===== config.mk =====
export PLATFORM = sky130hd
export DESIGN_NAME = cof_top
export DESIGN_NICKNAME = d
export VERILOG_FILES = /design/src/verilog/cof_pkg.sv /design/src/verilog/cof_top.sv /design/src/verilog/cof_sync.sv /design/src/verilog/cof_log.sv
export SDC_FILE = /design/constraint.sdc
export NUM_CORES = 2
export LEC_CHECK = 0
export ABC_CLOCK_PERIOD_IN_PS = 4400
export BUFFER_PORTS_ARGS = -buffer_cell sky130_fd_sc_hd__buf_2
export CORE_MARGIN = 2
export CORE_UTILIZATION = 25
export CTS_BUF_LIST = sky130_fd_sc_hd__clkbuf_2 sky130_fd_sc_hd__clkbuf_4 sky130_fd_sc_hd__clkbuf_8
export DETAILED_ROUTE_END_ITERATION = 8
export HOLD_SLACK_MARGIN = 0.1
export PLACE_DENSITY_LB_ADDON = 0.05
export SLEW_MARGIN = 20
export SYNTH_ARGS = -nofsm -noshare
export SYNTH_HDL_FRONTEND = slang
export SYNTH_SLANG_ARGS = --single-unit

===== constraint.sdc =====
create_clock -name mclk -period 4.4 [get_ports mclk]
set_input_delay 0.22 -clock mclk [delete_from_list [all_inputs] [get_ports mclk]]
set_output_delay 0.22 -clock mclk [all_outputs]
set_load 0.01 [all_outputs]

===== src/verilog/cof_pkg.sv =====
`default_nettype none
package cof_pkg;
  // ----------------------------------------
  // register map
  // ----------------------------------------
  localparam int unsigned AW       = 8;
  localparam int unsigned DW       = 32;
  localparam logic [7:0]  OFS_CTRL  = 8'h00;
  localparam logic [7:0]  OFS_STAT  = 8'h04;
  localparam logic [7:0]  OFS_IRQ   = 8'h08;
  localparam logic [7:0]  OFS_MASK  = 8'h0C;
  localparam logic [7:0]  OFS_CNT   = 8'h10;
  localparam logic [7:0]  OFS_LEFT  = 8'h20;
  localparam logic [7:0]  OFS_TIME  = 8'h24;
  localparam logic [7:0]  OFS_LSEL  = 8'h28;
  localparam logic [7:0]  OFS_LTS   = 8'h2C;
  localparam logic [7:0]  OFS_LINF  = 8'h30;
  localparam logic [7:0]  OFS_LELP  = 8'h34;
  localparam logic [7:0]  OFS_LEN   = 8'h40;
  // ----------------------------------------
  // field positions and reset values
  // ----------------------------------------
  localparam int unsigned CTRL_MODE_LSB  = 0;
  localparam int unsigned CTRL_FORCE_LSB = 4;
  localparam int unsigned CTRL_EVON_BIT  = 8;
  localparam int unsigned CTRL_EVOFF_BIT = 9;
  localparam int unsigned LINF_GRP_LSB   = 24;
  localparam int unsigned LINF_KIND_LSB  = 28;
  localparam int unsigned LSEL_CNT_LSB   = 8;
  localparam logic [9:0]  CTRL_RST       = 10'h300;
  localparam int unsigned LEN_W          = 21;
  localparam logic [20:0] LEN_RST_MS     = 21'h0_03E8;
  localparam logic [20:0] LEN_MAX_MS     = 21'h1B_7740;
  localparam int unsigned NGRP           = 8;
  localparam int unsigned GRP_W          = 3;
  localparam int unsigned LOG_DEPTH      = 12;
  localparam int unsigned CNT_W          = 16;
  localparam int unsigned NEV            = 4;
  // ----------------------------------------
  // timing: one millisecond base tick
  // ----------------------------------------
  localparam int unsigned CLK_PERIOD_PS = 5000;
  localparam int unsigned TICK_NS       = 1000000;
  localparam int unsigned TICK_CYC      = TICK_NS * 1000 / CLK_PERIOD_PS;
  // ----------------------------------------
  // types
  // ----------------------------------------
  typedef enum logic [2:0] {
    COF_MODE_ON      = 3'b000,
    COF_MODE_BLOCKED = 3'b001,
    COF_MODE_TEST    = 3'b010,
    COF_MODE_TESTBLK = 3'b011,
    COF_MODE_OFF     = 3'b100
  } cof_mode_e;
  typedef enum logic [1:0] {
    COF_FRC_NORMAL  = 2'b00,
    COF_FRC_BLOCKED = 2'b01,
    COF_FRC_ACTIVE  = 2'b10,
    COF_FRC_TRIP    = 2'b11
  } cof_force_e;
  typedef enum logic [2:0] {
    COF_COND_NORMAL  = 3'b000,
    COF_COND_INIT    = 3'b001,
    COF_COND_ACTIVE  = 3'b010,
    COF_COND_TRIP    = 3'b011,
    COF_COND_BLOCKED = 3'b100
  } cof_cond_e;
  // event kinds index the on/off vectors
  typedef enum logic [1:0] {
    COF_EV_INIT   = 2'b00,
    COF_EV_BLOCK  = 2'b01,
    COF_EV_ACTIVE = 2'b10,
    COF_EV_TRIP   = 2'b11
  } cof_ev_e;
  typedef struct packed {
    logic [31:0]      stamp;
    cof_ev_e          kind;
    logic [GRP_W-1:0] grp;
    logic [LEN_W-1:0] left;
    logic [LEN_W-1:0] elapsed;
  } cof_log_s;
  typedef struct packed {
    logic [NEV-1:0] on;
    logic [NEV-1:0] off;
    logic [31:0]    stamp;
  } cof_evt_s;
endpackage
`default_nettype wire


===== src/verilog/cof_top.sv =====
// The register offsets and the address-and-strobe port were left to the implementer.
`timescale 1ns/1ps
`default_nettype none
module cof_top
  import cof_pkg::*;
#(
  parameter int unsigned TICK_CYCLES = TICK_CYC
) (
  input  wire logic             mclk,
  input  wire logic             arst_n,
  input  wire logic [AW-1:0]    reg_addr,
  input  wire logic [DW-1:0]    reg_wdata,
  input  wire logic             reg_wr,
  input  wire logic             reg_rd,
  output logic [DW-1:0]         reg_rdata,
  input  wire logic             arm_trigger_in,
  input  wire logic             inhibit_in,
  input  wire logic             protection_start_in,
  input  wire logic [GRP_W-1:0] setting_group_choice,
  output logic                  window_active_out,
  output logic                  fast_trip_out,
  output cof_evt_s              evt_out,
  output logic                  irq
);
  if (TICK_CYCLES < 2) begin : g_bad_tick
    $error("cof_top: TICK_CYCLES must be at least 2");
  end
  if (NGRP != (1 << GRP_W)) begin : g_bad_grp
    $error("cof_top: NGRP must match GRP_W");
  end

  // ----------------------------------------
  // input synchronisers
  // ----------------------------------------
  logic [GRP_W-1:0] grp_s;
  logic             arm_s;
  logic             blk_s;
  logic             fcn_s;
  logic             arm_d_r;
  logic             arm_rise;

  // outside signals land two flops late; the trip path is counted from here
  cof_sync #(
    .W (GRP_W + 3)
  ) u_sync (
    .mclk   (mclk),
    .arst_n (arst_n),
    .d      ({setting_group_choice, protection_start_in, inhibit_in, arm_trigger_in}),
    .q      ({grp_s, fcn_s, blk_s, arm_s})
  );

  // any binary source works: its edge opens the window, its level raises the init flag
  always_ff @(posedge mclk or negedge arst_n) begin
    if (!arst_n) begin
      arm_d_r <= 1'b0;
    end else begin
      arm_d_r <= arm_s;
    end
  end
  assign arm_rise = arm_s & ~arm_d_r;

  // ----------------------------------------
  // register bus decode
  // ----------------------------------------
  logic [9:0]       ctrl_r;
  logic [LEN_W-1:0] len_r [NGRP];
  logic [7:0]       irq_stat_r;
  logic [7:0]       irq_mask_r;
  logic [3:0]       lsel_r;
  logic             wr_ctrl;
  logic             wr_irq;
  logic             wr_mask;
  logic             wr_lsel;
  logic [NEV-1:0]   wr_cnt;
  logic [NGRP-1:0]  wr_len;
  cof_mode_e        mode;
  cof_force_e       force_sel;
  logic             ev_on_sel;
  logic             ev_off_sel;

  assign wr_ctrl = reg_wr && reg_addr == OFS_CTRL;
  assign wr_irq  = reg_wr && reg_addr == OFS_IRQ;
  assign wr_mask = reg_wr && reg_addr == OFS_MASK;
  assign wr_lsel = reg_wr && reg_addr == OFS_LSEL;

  // per-counter clear strobes and per-group length strobes
  for (genvar k = 0; k < NEV; k++) begin : g_cnt_dec
    assign wr_cnt[k] = reg_wr && reg_addr == OFS_CNT + AW'(4 * k);
  end
  for (genvar g = 0; g < NGRP; g++) begin : g_len_dec
    assign wr_len[g] = reg_wr && reg_addr == OFS_LEN + AW'(4 * g);
  end

  // an undefined mode code falls back to off, the safe side
  always_comb begin
    case (ctrl_r[CTRL_MODE_LSB +: 3])
      3'b000:  mode = COF_MODE_ON;
      3'b001:  mode = COF_MODE_BLOCKED;
      3'b010:  mode = COF_MODE_TEST;
      3'b011:  mode = COF_MODE_TESTBLK;
      default: mode = COF_MODE_OFF;
    endcase
  end
  assign force_sel  = cof_force_e'(ctrl_r[CTRL_FORCE_LSB +: 2]);
  assign ev_on_sel  = ctrl_r[CTRL_EVON_BIT];
  assign ev_off_sel = ctrl_r[CTRL_EVOFF_BIT];

  // control word: mode, force and event selection
  always_ff @(posedge mclk or negedge arst_n) begin
    if (!arst_n) begin
      ctrl_r <= CTRL_RST;
      lsel_r <= '0;
    end else begin
      if (wr_ctrl) begin
        ctrl_r <= reg_wdata[9:0];
      end
      if (wr_lsel) begin
        lsel_r <= reg_wdata[3:0];
      end
    end
  end

  // lengths in ms, clamped to the longest legal window
  always_ff @(posedge mclk or negedge arst_n) begin
    if (!arst_n) begin
      for (int g = 0; g < NGRP; g++) begin
        len_r[g] <= LEN_RST_MS;
      end
    end else begin
      for (int g = 0; g < NGRP; g++) begin
        if (wr_len[g]) begin
          len_r[g] <= (reg_wdata > DW'(LEN_MAX_MS)) ? LEN_MAX_MS : reg_wdata[LEN_W-1:0];
        end
      end
    end
  end

  // ----------------------------------------
  // timebase and window timer
  // ----------------------------------------
  logic [31:0]      pre_r;
  logic             tick;
  logic [31:0]      stamp_r;
  logic             mode_run;
  logic             mode_blk;
  logic             start;
  logic             run_r;
  logic [LEN_W-1:0] elapsed_r;
  logic [LEN_W-1:0] len_cur;
  logic [LEN_W-1:0] left;

  assign tick     = pre_r == 32'(TICK_CYCLES - 1);
  assign mode_run = mode == COF_MODE_ON || mode == COF_MODE_TEST;
  assign mode_blk = mode == COF_MODE_BLOCKED || mode == COF_MODE_TESTBLK;
  assign start    = arm_rise && mode_run && !blk_s;
  assign len_cur  = len_r[grp_s];
  assign left     = run_r ? len_cur - elapsed_r : '0;

  // millisecond prescaler and free running stamp
  always_ff @(posedge mclk or negedge arst_n) begin
    if (!arst_n) begin
      pre_r   <= '0;
      stamp_r <= '0;
    end else begin
      pre_r <= tick ? 32'h0000_0000 : pre_r + 32'h0000_0001;
      if (tick) begin
        stamp_r <= stamp_r + 32'h0000_0001;
      end
    end
  end

  // an edge during the window restarts it from zero
  always_ff @(posedge mclk or negedge arst_n) begin
    if (!arst_n) begin
      run_r     <= 1'b0;
      elapsed_r <= '0;
    end else if (!mode_run) begin
      run_r     <= 1'b0;
      elapsed_r <= '0;
    end else if (start) begin
      run_r     <= len_cur != '0;
      elapsed_r <= '0;
    end else if (run_r && elapsed_r >= len_cur) begin
      run_r     <= 1'b0;
    end else if (run_r && tick) begin
      elapsed_r <= elapsed_r + LEN_W'(1);
      run_r     <= elapsed_r + LEN_W'(1) < len_cur;
    end
  end

  // ----------------------------------------
  // condition, force and outputs
  // ----------------------------------------
  logic [NEV-1:0] fl;
  logic [NEV-1:0] fl_r;
  logic [NEV-1:0] ev_on;
  logic [NEV-1:0] ev_off;
  cof_cond_e      cond;

  // forcing overrides the computed flags, and thus outputs and events
  always_comb begin
    fl = '0;
    case (force_sel)
      COF_FRC_BLOCKED: fl[COF_EV_BLOCK] = 1'b1;
      COF_FRC_ACTIVE:  fl[COF_EV_ACTIVE] = 1'b1;
      COF_FRC_TRIP: begin
        fl[COF_EV_ACTIVE] = 1'b1;
        fl[COF_EV_TRIP]   = 1'b1;
      end
      default: begin
        fl[COF_EV_INIT]   = mode_run && arm_s && !blk_s;
        fl[COF_EV_BLOCK]  = mode_blk || (mode_run && blk_s);
        fl[COF_EV_ACTIVE] = run_r;
        fl[COF_EV_TRIP]   = run_r && fcn_s;
      end
    endcase
  end

  // highest condition wins when several flags stand
  always_comb begin
    if (fl[COF_EV_TRIP]) begin
      cond = COF_COND_TRIP;
    end else if (fl[COF_EV_ACTIVE]) begin
      cond = COF_COND_ACTIVE;
    end else if (fl[COF_EV_BLOCK]) begin
      cond = COF_COND_BLOCKED;
    end else if (fl[COF_EV_INIT]) begin
      cond = COF_COND_INIT;
    end else begin
      cond = COF_COND_NORMAL;
    end
  end

  // COF_MODE_TEST runs the logic but keeps the trip off the output; COF_MODE_TESTBLK does not gate it
  always_ff @(posedge mclk or negedge arst_n) begin
    if (!arst_n) begin
      window_active_out <= 1'b0;
      fast_trip_out     <= 1'b0;
      fl_r              <= '0;
    end else begin
      window_active_out <= fl[COF_EV_ACTIVE];
      fast_trip_out     <= fl[COF_EV_TRIP] && mode != COF_MODE_TEST;
      fl_r              <= fl;
    end
  end
  assign ev_on  = fl & ~fl_r;
  assign ev_off = ~fl & fl_r;

  // ----------------------------------------
  // events, counters, interrupts
  // ----------------------------------------
  logic [CNT_W-1:0] cnt_r [NEV];

  // stamped, filtered event pulses toward the main buffer
  always_ff @(posedge mclk or negedge arst_n) begin
    if (!arst_n) begin
      evt_out <= '0;
    end else begin
      evt_out.on    <= ev_on_sel ? ev_on : '0;
      evt_out.off   <= ev_off_sel ? ev_off : '0;
      evt_out.stamp <= stamp_r;
    end
  end

  // an event in the clear cycle counts as one, not zero
  for (genvar k = 0; k < NEV; k++) begin : g_cnt
    always_ff @(posedge mclk or negedge arst_n) begin
      if (!arst_n) begin
        cnt_r[k] <= '0;
      end else if (wr_cnt[k]) begin
        cnt_r[k] <= CNT_W'(ev_on[k]);
      end else if (ev_on[k]) begin
        cnt_r[k] <= cnt_r[k] + CNT_W'(1);
      end
    end
  end

  // sticky status, write one to clear, new event wins
  always_ff @(posedge mclk or negedge arst_n) begin
    if (!arst_n) begin
      irq_stat_r <= '0;
      irq_mask_r <= '0;
    end else begin
      irq_stat_r <= (irq_stat_r & ~(wr_irq ? reg_wdata[7:0] : 8'h00)) | {ev_off, ev_on};
      if (wr_mask) begin
        irq_mask_r <= reg_wdata[7:0];
      end
    end
  end
  assign irq = |(irq_stat_r & irq_mask_r);

  // ----------------------------------------
  // activation log
  // ----------------------------------------
  cof_log_s log_wr;
  cof_log_s log_rd;
  logic [7:0] log_cnt;

  assign log_wr = '{stamp: stamp_r, kind: COF_EV_ACTIVE, grp: grp_s,
                    left: left, elapsed: elapsed_r};

  cof_log #(
    .DEPTH (LOG_DEPTH)
  ) u_log (
    .mclk    (mclk),
    .arst_n  (arst_n),
    .wr_en   (ev_on[COF_EV_ACTIVE]),
    .wr_data (log_wr),
    .rd_idx  (lsel_r),
    .rd_data (log_rd),
    .count   (log_cnt)
  );

  // ----------------------------------------
  // read path, data one cycle after the strobe
  // ----------------------------------------
  logic [DW-1:0] rd_nxt;

  always_comb begin
    rd_nxt = '0;
    case (reg_addr)
      OFS_CTRL: rd_nxt = DW'(ctrl_r);
      OFS_STAT: rd_nxt = DW'({mode, 1'b0, cond});
      OFS_IRQ:  rd_nxt = DW'(irq_stat_r);
      OFS_MASK: rd_nxt = DW'(irq_mask_r);
      OFS_LEFT: rd_nxt = DW'(left);
      OFS_TIME: rd_nxt = stamp_r;
      OFS_LSEL: rd_nxt = DW'({log_cnt, 4'h0, lsel_r});
      OFS_LTS:  rd_nxt = log_rd.stamp;
      OFS_LINF: rd_nxt = DW'({log_rd.kind, 1'b0, log_rd.grp, 3'b000, log_rd.left});
      OFS_LELP: rd_nxt = DW'(log_rd.elapsed);
      default: begin
        for (int k = 0; k < NEV; k++) begin
          if (reg_addr == OFS_CNT + AW'(4 * k)) begin
            rd_nxt = DW'(cnt_r[k]);
          end
        end
        for (int g = 0; g < NGRP; g++) begin
          if (reg_addr == OFS_LEN + AW'(4 * g)) begin
            rd_nxt = DW'(len_r[g]);
          end
        end
      end
    endcase
  end

  always_ff @(posedge mclk or negedge arst_n) begin
    if (!arst_n) begin
      reg_rdata <= '0;
    end else begin
      reg_rdata <= reg_rd ? rd_nxt : '0;
    end
  end
endmodule
`default_nettype wire


===== src/verilog/cof_sync.sv =====
`timescale 1ns/1ps
`default_nettype none
module cof_sync #(
  parameter int unsigned W = 1
) (
  input  wire logic         mclk,
  input  wire logic         arst_n,
  input  wire logic [W-1:0] d,
  output logic      [W-1:0] q
);
  logic [W-1:0] meta_r;

  // two stages; only the second stage is read outside
  always_ff @(posedge mclk or negedge arst_n) begin
    if (!arst_n) begin
      meta_r <= '0;
      q      <= '0;
    end else begin
      meta_r <= d;
      q      <= meta_r;
    end
  end
endmodule
`default_nettype wire


===== src/verilog/cof_log.sv =====
`timescale 1ns/1ps
`default_nettype none
module cof_log
  import cof_pkg::*;
#(
  parameter int unsigned DEPTH = LOG_DEPTH
) (
  input  wire logic     mclk,
  input  wire logic     arst_n,
  input  wire logic     wr_en,
  input  wire cof_log_s wr_data,
  input  wire logic [3:0] rd_idx,
  output cof_log_s      rd_data,
  output logic [7:0]    count
);
  if (DEPTH < 2 || DEPTH > 16) begin : g_bad_depth
    $error("cof_log: DEPTH must be 2..16");
  end

  cof_log_s   ent_r [DEPTH];
  logic [3:0] wptr_r;
  logic [4:0] slot;

  // ring of flip-flops, oldest overwritten first
  always_ff @(posedge mclk or negedge arst_n) begin
    if (!arst_n) begin
      wptr_r <= '0;
      count  <= '0;
      for (int i = 0; i < DEPTH; i++) begin
        ent_r[i] <= '0;
      end
    end else if (wr_en) begin
      ent_r[wptr_r] <= wr_data;
      wptr_r        <= (wptr_r == 4'(DEPTH - 1)) ? 4'h0 : wptr_r + 4'h1;
      if (count < 8'(DEPTH)) begin
        count <= count + 8'h01;
      end
    end
  end

  // index 0 is the newest entry
  always_comb begin
    slot = 5'(DEPTH) + {1'b0, wptr_r} - 5'h01 - {1'b0, rd_idx};
    if (slot >= 5'(DEPTH)) begin
      slot = slot - 5'(DEPTH);
    end
  end

  always_ff @(posedge mclk or negedge arst_n) begin
    if (!arst_n) begin
      rd_data <= '0;
    end else begin
      rd_data <= (rd_idx < 4'(DEPTH)) ? ent_r[slot[3:0]] : '0;
    end
  end
endmodule
`default_nettype wire


==> impl_metrics.csv <==
group,metric,value,unit
hold_path,hold_class,"primary input to flip-flop",
pwr,p_leak,35.07,nW
clock_tree,clock_latency,0.97,ns
place,dp_hpwl,171200,um
finish,final_nets,6139,
sta,final_max_slew_viol_count,0,
job,maxCapViolations,0,
synth,synth_area_leaders,"dfrtp_1 53%, mux4_2 9.2%, mux2_2 7.6%",
clock_tree,htreeDepth,5,
global_routing,antenna_found_initial,21,
synth,synthFlopType,"dfrtp_1",
worst_setup_path,cpPeakStageDelay,0.53,ns
global_routing,grt_pass1_vias,49390,
synth,synth_cell_types,103,
route,drc_errors,0,
worst_setup_path,cp_num_buf_inv,3,
route,viasPerCell,4.812,
worst_setup_path,critPathKind,"flip-flop to flip-flop",
clock_tree,cts_made_buffers,298,
synth,avgSynthCellArea,11.65,um2
worst_setup_path,path_common_cell,"buf_12",
route,wirelength,261900,um
sta,hold_viol_final,0,
sta,setup_viol,0,
route,route.antenna.remaining_nets,0,
route,drt-initial-drc-count,3011,
sta,setup_tns,0,ns
worst_setup_path,crit_required,5.17,ns
die,row_count,189,
worst_setup_path,cp_max_fo,20,
worst_setup_path,crit_chain,"buf_4 > buf_12 > mux4_2 > mux2_2 > ha_1 > nand3_2 > or3_1 > o41a_1 > and3_4 > o31ai_4 > buf_12 > a211oi_1 > xnor2_1 > nor2_1",
synth,syn_nets,5841,
clock_tree,cts_buffer_depth,4,
worst_setup_path,end_kind,"flip-flop",
synth,yosys.area.top_type_share,53.03,%
die,die_h,520.6,um
synth,async_flop_share,100.0,%
die,die-area,271000,um2
clock_tree,tritoncts,"built",
route,detail_route.wl_per_cell,26.81,um
route,vias,47000,
global_routing,grt_pass1_wl,380200,um
sta,max_slew.worst_pin.slew,1.163,ns
die,num_io_pins,125,
place,gp_congestion,0.8425,
synth,synth.yosys.seq_area_share,55.00,%
global_routing,grt_use_total,19.24,%
worst_setup_path,slowest_stage,"mux4_2",
sta,fin_crit,4.249,ns
finish,area_growth_syn_to_layout,19.26,%
sta,rsz0062_at_grt,"no",
synth,yosys.area.top_type,"dfrtp_1",
clock_tree,cts-root-buf,"clkbuf_8",
status,outcome,"finished clean",
worst_setup_path,start_kind,"flip-flop",
place,port_buffers,124,
pwr,power_density,599.1,nW/um2
worst_setup_path,crit_arrival,5.02,ns
finish,drive_above_1_share,28.67,%
die,die_w,520.6,um
global_routing,grt_overflow,0,
die,start_util,25.15,%
clock_tree,clock-sinks,1464,
worst_setup_path,cp_top_family,"multiplexers",
route,drtPass1Iterations,7,
finish,fin_util,29.99,%
pwr,peakVddDrop,1.126,mV
sta,relSlewSlack,22.48,%
synth,synth_cells,5726,
clock_tree,clkTransAtPathRegs,0.05,ns
synth,synth_area,66720,um2
synth,synth_edf_count,0,
synth,ys_seq_elements,1464,
sta,max_freq,0.2353,GHz
synth,yosysWarnings,0,
die,core,265300,um2
finish,nFillCells,27400,
sta,clock_skew,0.06411,ns
sta,fin_crit_sh,96.57,%
global_routing,grt_start_max_net_pins,147,
## routing by layer
layer | GRT usage, % | share of wire [%] | vias to the layer above
met5 | 0 | 0 | -
met4 | 4.594 | 2.2 | 0
met3 | 2.963 | 4.2 | 354
met2 | 30.70 | 46 | 1011
met1 | 27.28 | 48 | 24510
li1 | - | - | 21120
## metrics by stage
step | power (mW) | worst slack, ns | hold slack [ns] | instances | cell area (um2)
after floorplan | 24.32 | 0.3336 | -0.07559 | 5726 | 66720
after global placement | 33.48 | 0.1352 | 0.2092 | 9202 | 72880
after detailed placement | 33.41 | 0.09025 | 0.2082 | 9202 | 72880
after CTS | 48.72 | 0.06088 | 0.1391 | 9754 | 79440
after global routing | 50.39 | 0.01100 | 0.1867 | 9765 | 79570
final | 47.67 | 0.1509 | 0.2529 | 9768 | 79570
## final timing paths
path	slack [ns]	to	startpoint	cells after the start
setup / recovery	0.15	elapsed_r[5]$_DFFE_PN0P_	u_sync.q[4]$_DFF_PN0_	14
hold / removal	0.25	len_r[118]$_DFFE_PN0P_	reg_wdata[22]	6
setup reg to reg	0.15	elapsed_r[5]$_DFFE_PN0P_	u_sync.q[4]$_DFF_PN0_	14
hold reg to reg	0.34	u_sync.q[1]$_DFF_PN0_	u_sync.meta_r[1]$_DFF_PN0_	0
max in group asynchronous	2.74	u_log.ent_r[619]$_DFFE_PN0P_	arst_n	5
min in group asynchronous	0.66	u_sync.meta_r[5]$_DFF_PN0_	arst_n	4
## cells by family (layout without fill, tap and decap cells)
kind of cell	count (synthesis)	after routing	synth area share, %
simple gates	1501	1501	9.785
xor+xnor	173	173	2.282
mux	746	746	17.23
buf+inv	538	1039	3.304
flops	1464	1464	55.00
compound gates	1239	1239	11.16
other cells	0	8	0
fa+ha+maj	65	65	1.241
## area by class of cell
cell class,count,area (um2),share of cell area [%]
clock buffer,467,5720,7.189
tap,3533,4420,5.555
multi-input combinational,3724,28070,35.27
sequential,1464,36710,46.13
antenna,8,20.02,0.02516
inverter,72,270.3,0.3396
timing repair buffer,464,4036,5.072
clock inverter,36,332.8,0.4183
## worst reg2reg max path: cells and delay by family, from the launching register on
| kind | cells | cell delay, ns |
|---|---|---|
| multiplexers | 2 | 0.89 |
| XOR/XNOR | 1 | 0.20 |
| AO/OA/AOI/OAI | 3 | 0.72 |
| flip-flops | 1 | 0.47 |
| adder cells (fa/ha/maj) | 1 | 0.43 |
| AND/OR/NAND/NOR | 4 | 0.82 |
| buffers and inverters | 3 | 0.56 |
## power by group
part           total (mW)  switching, mW  internal, mW
Sequential           15.7           1.02          14.7
Combinational        17.2           11.1          6.12
Clock                14.8           6.36          8.40
Total                47.7           18.5          29.2
## cell usage in the layout, fill, tap and decap left out, drive strengths merged, types with 20 or more instances in the layout
cell,instances
a211oi,28
a21oi,156
a221oi,26
a222oi,20
a22o,21
a22oi,57
a311oi,79
a31oi,20
and3,39
buf,416
clkbuf,467
dfrtp,1414
dfstp,50
dlygate4sd3,48
ha,63
inv,84
mux2,449
mux2i,21
mux4,276
nand2,1019
nand3,77
nand4,41
nor2,191
o211ai,20
o21ai,733
xnor2,100
xor2,73
## flip-flops by register name, summed over array words and instances, names as in the netlist, 6 cells and up
signal / cells
cnt_r: 64
stamp_r: 32
u_sync.q: 6
u_sync.meta_r: 6
u_log.rd_data: 78
irq_mask_r: 8
irq_stat_r: 8
len_r: 168
evt_out: 40
u_log.count: 8
ctrl_r: 10
pre_r: 32
u_log.ent_r: 936
elapsed_r: 21
reg_rdata: 32
## Yosys cell counts (all sizes together), types with 50 or more instances
master,instances
xnor2,100
ha,63
dfrtp,1414
a21oi,156
a311oi,79
mux2,449
buf,114
o21ai,733
mux4,276
clkbuf,352
xor2,73
nand3,77
inv,72
a22oi,57
nor2,191
nand2,1019
dfstp,50
## timing repair
action	CTS	global route
hold buffers	49	0
endpoints found under the hold margin	1554	0
setup endpoints to repair	0	85
setup buffers	0	6
resized for setup	0	13
(Power assumes the default switching activity.)
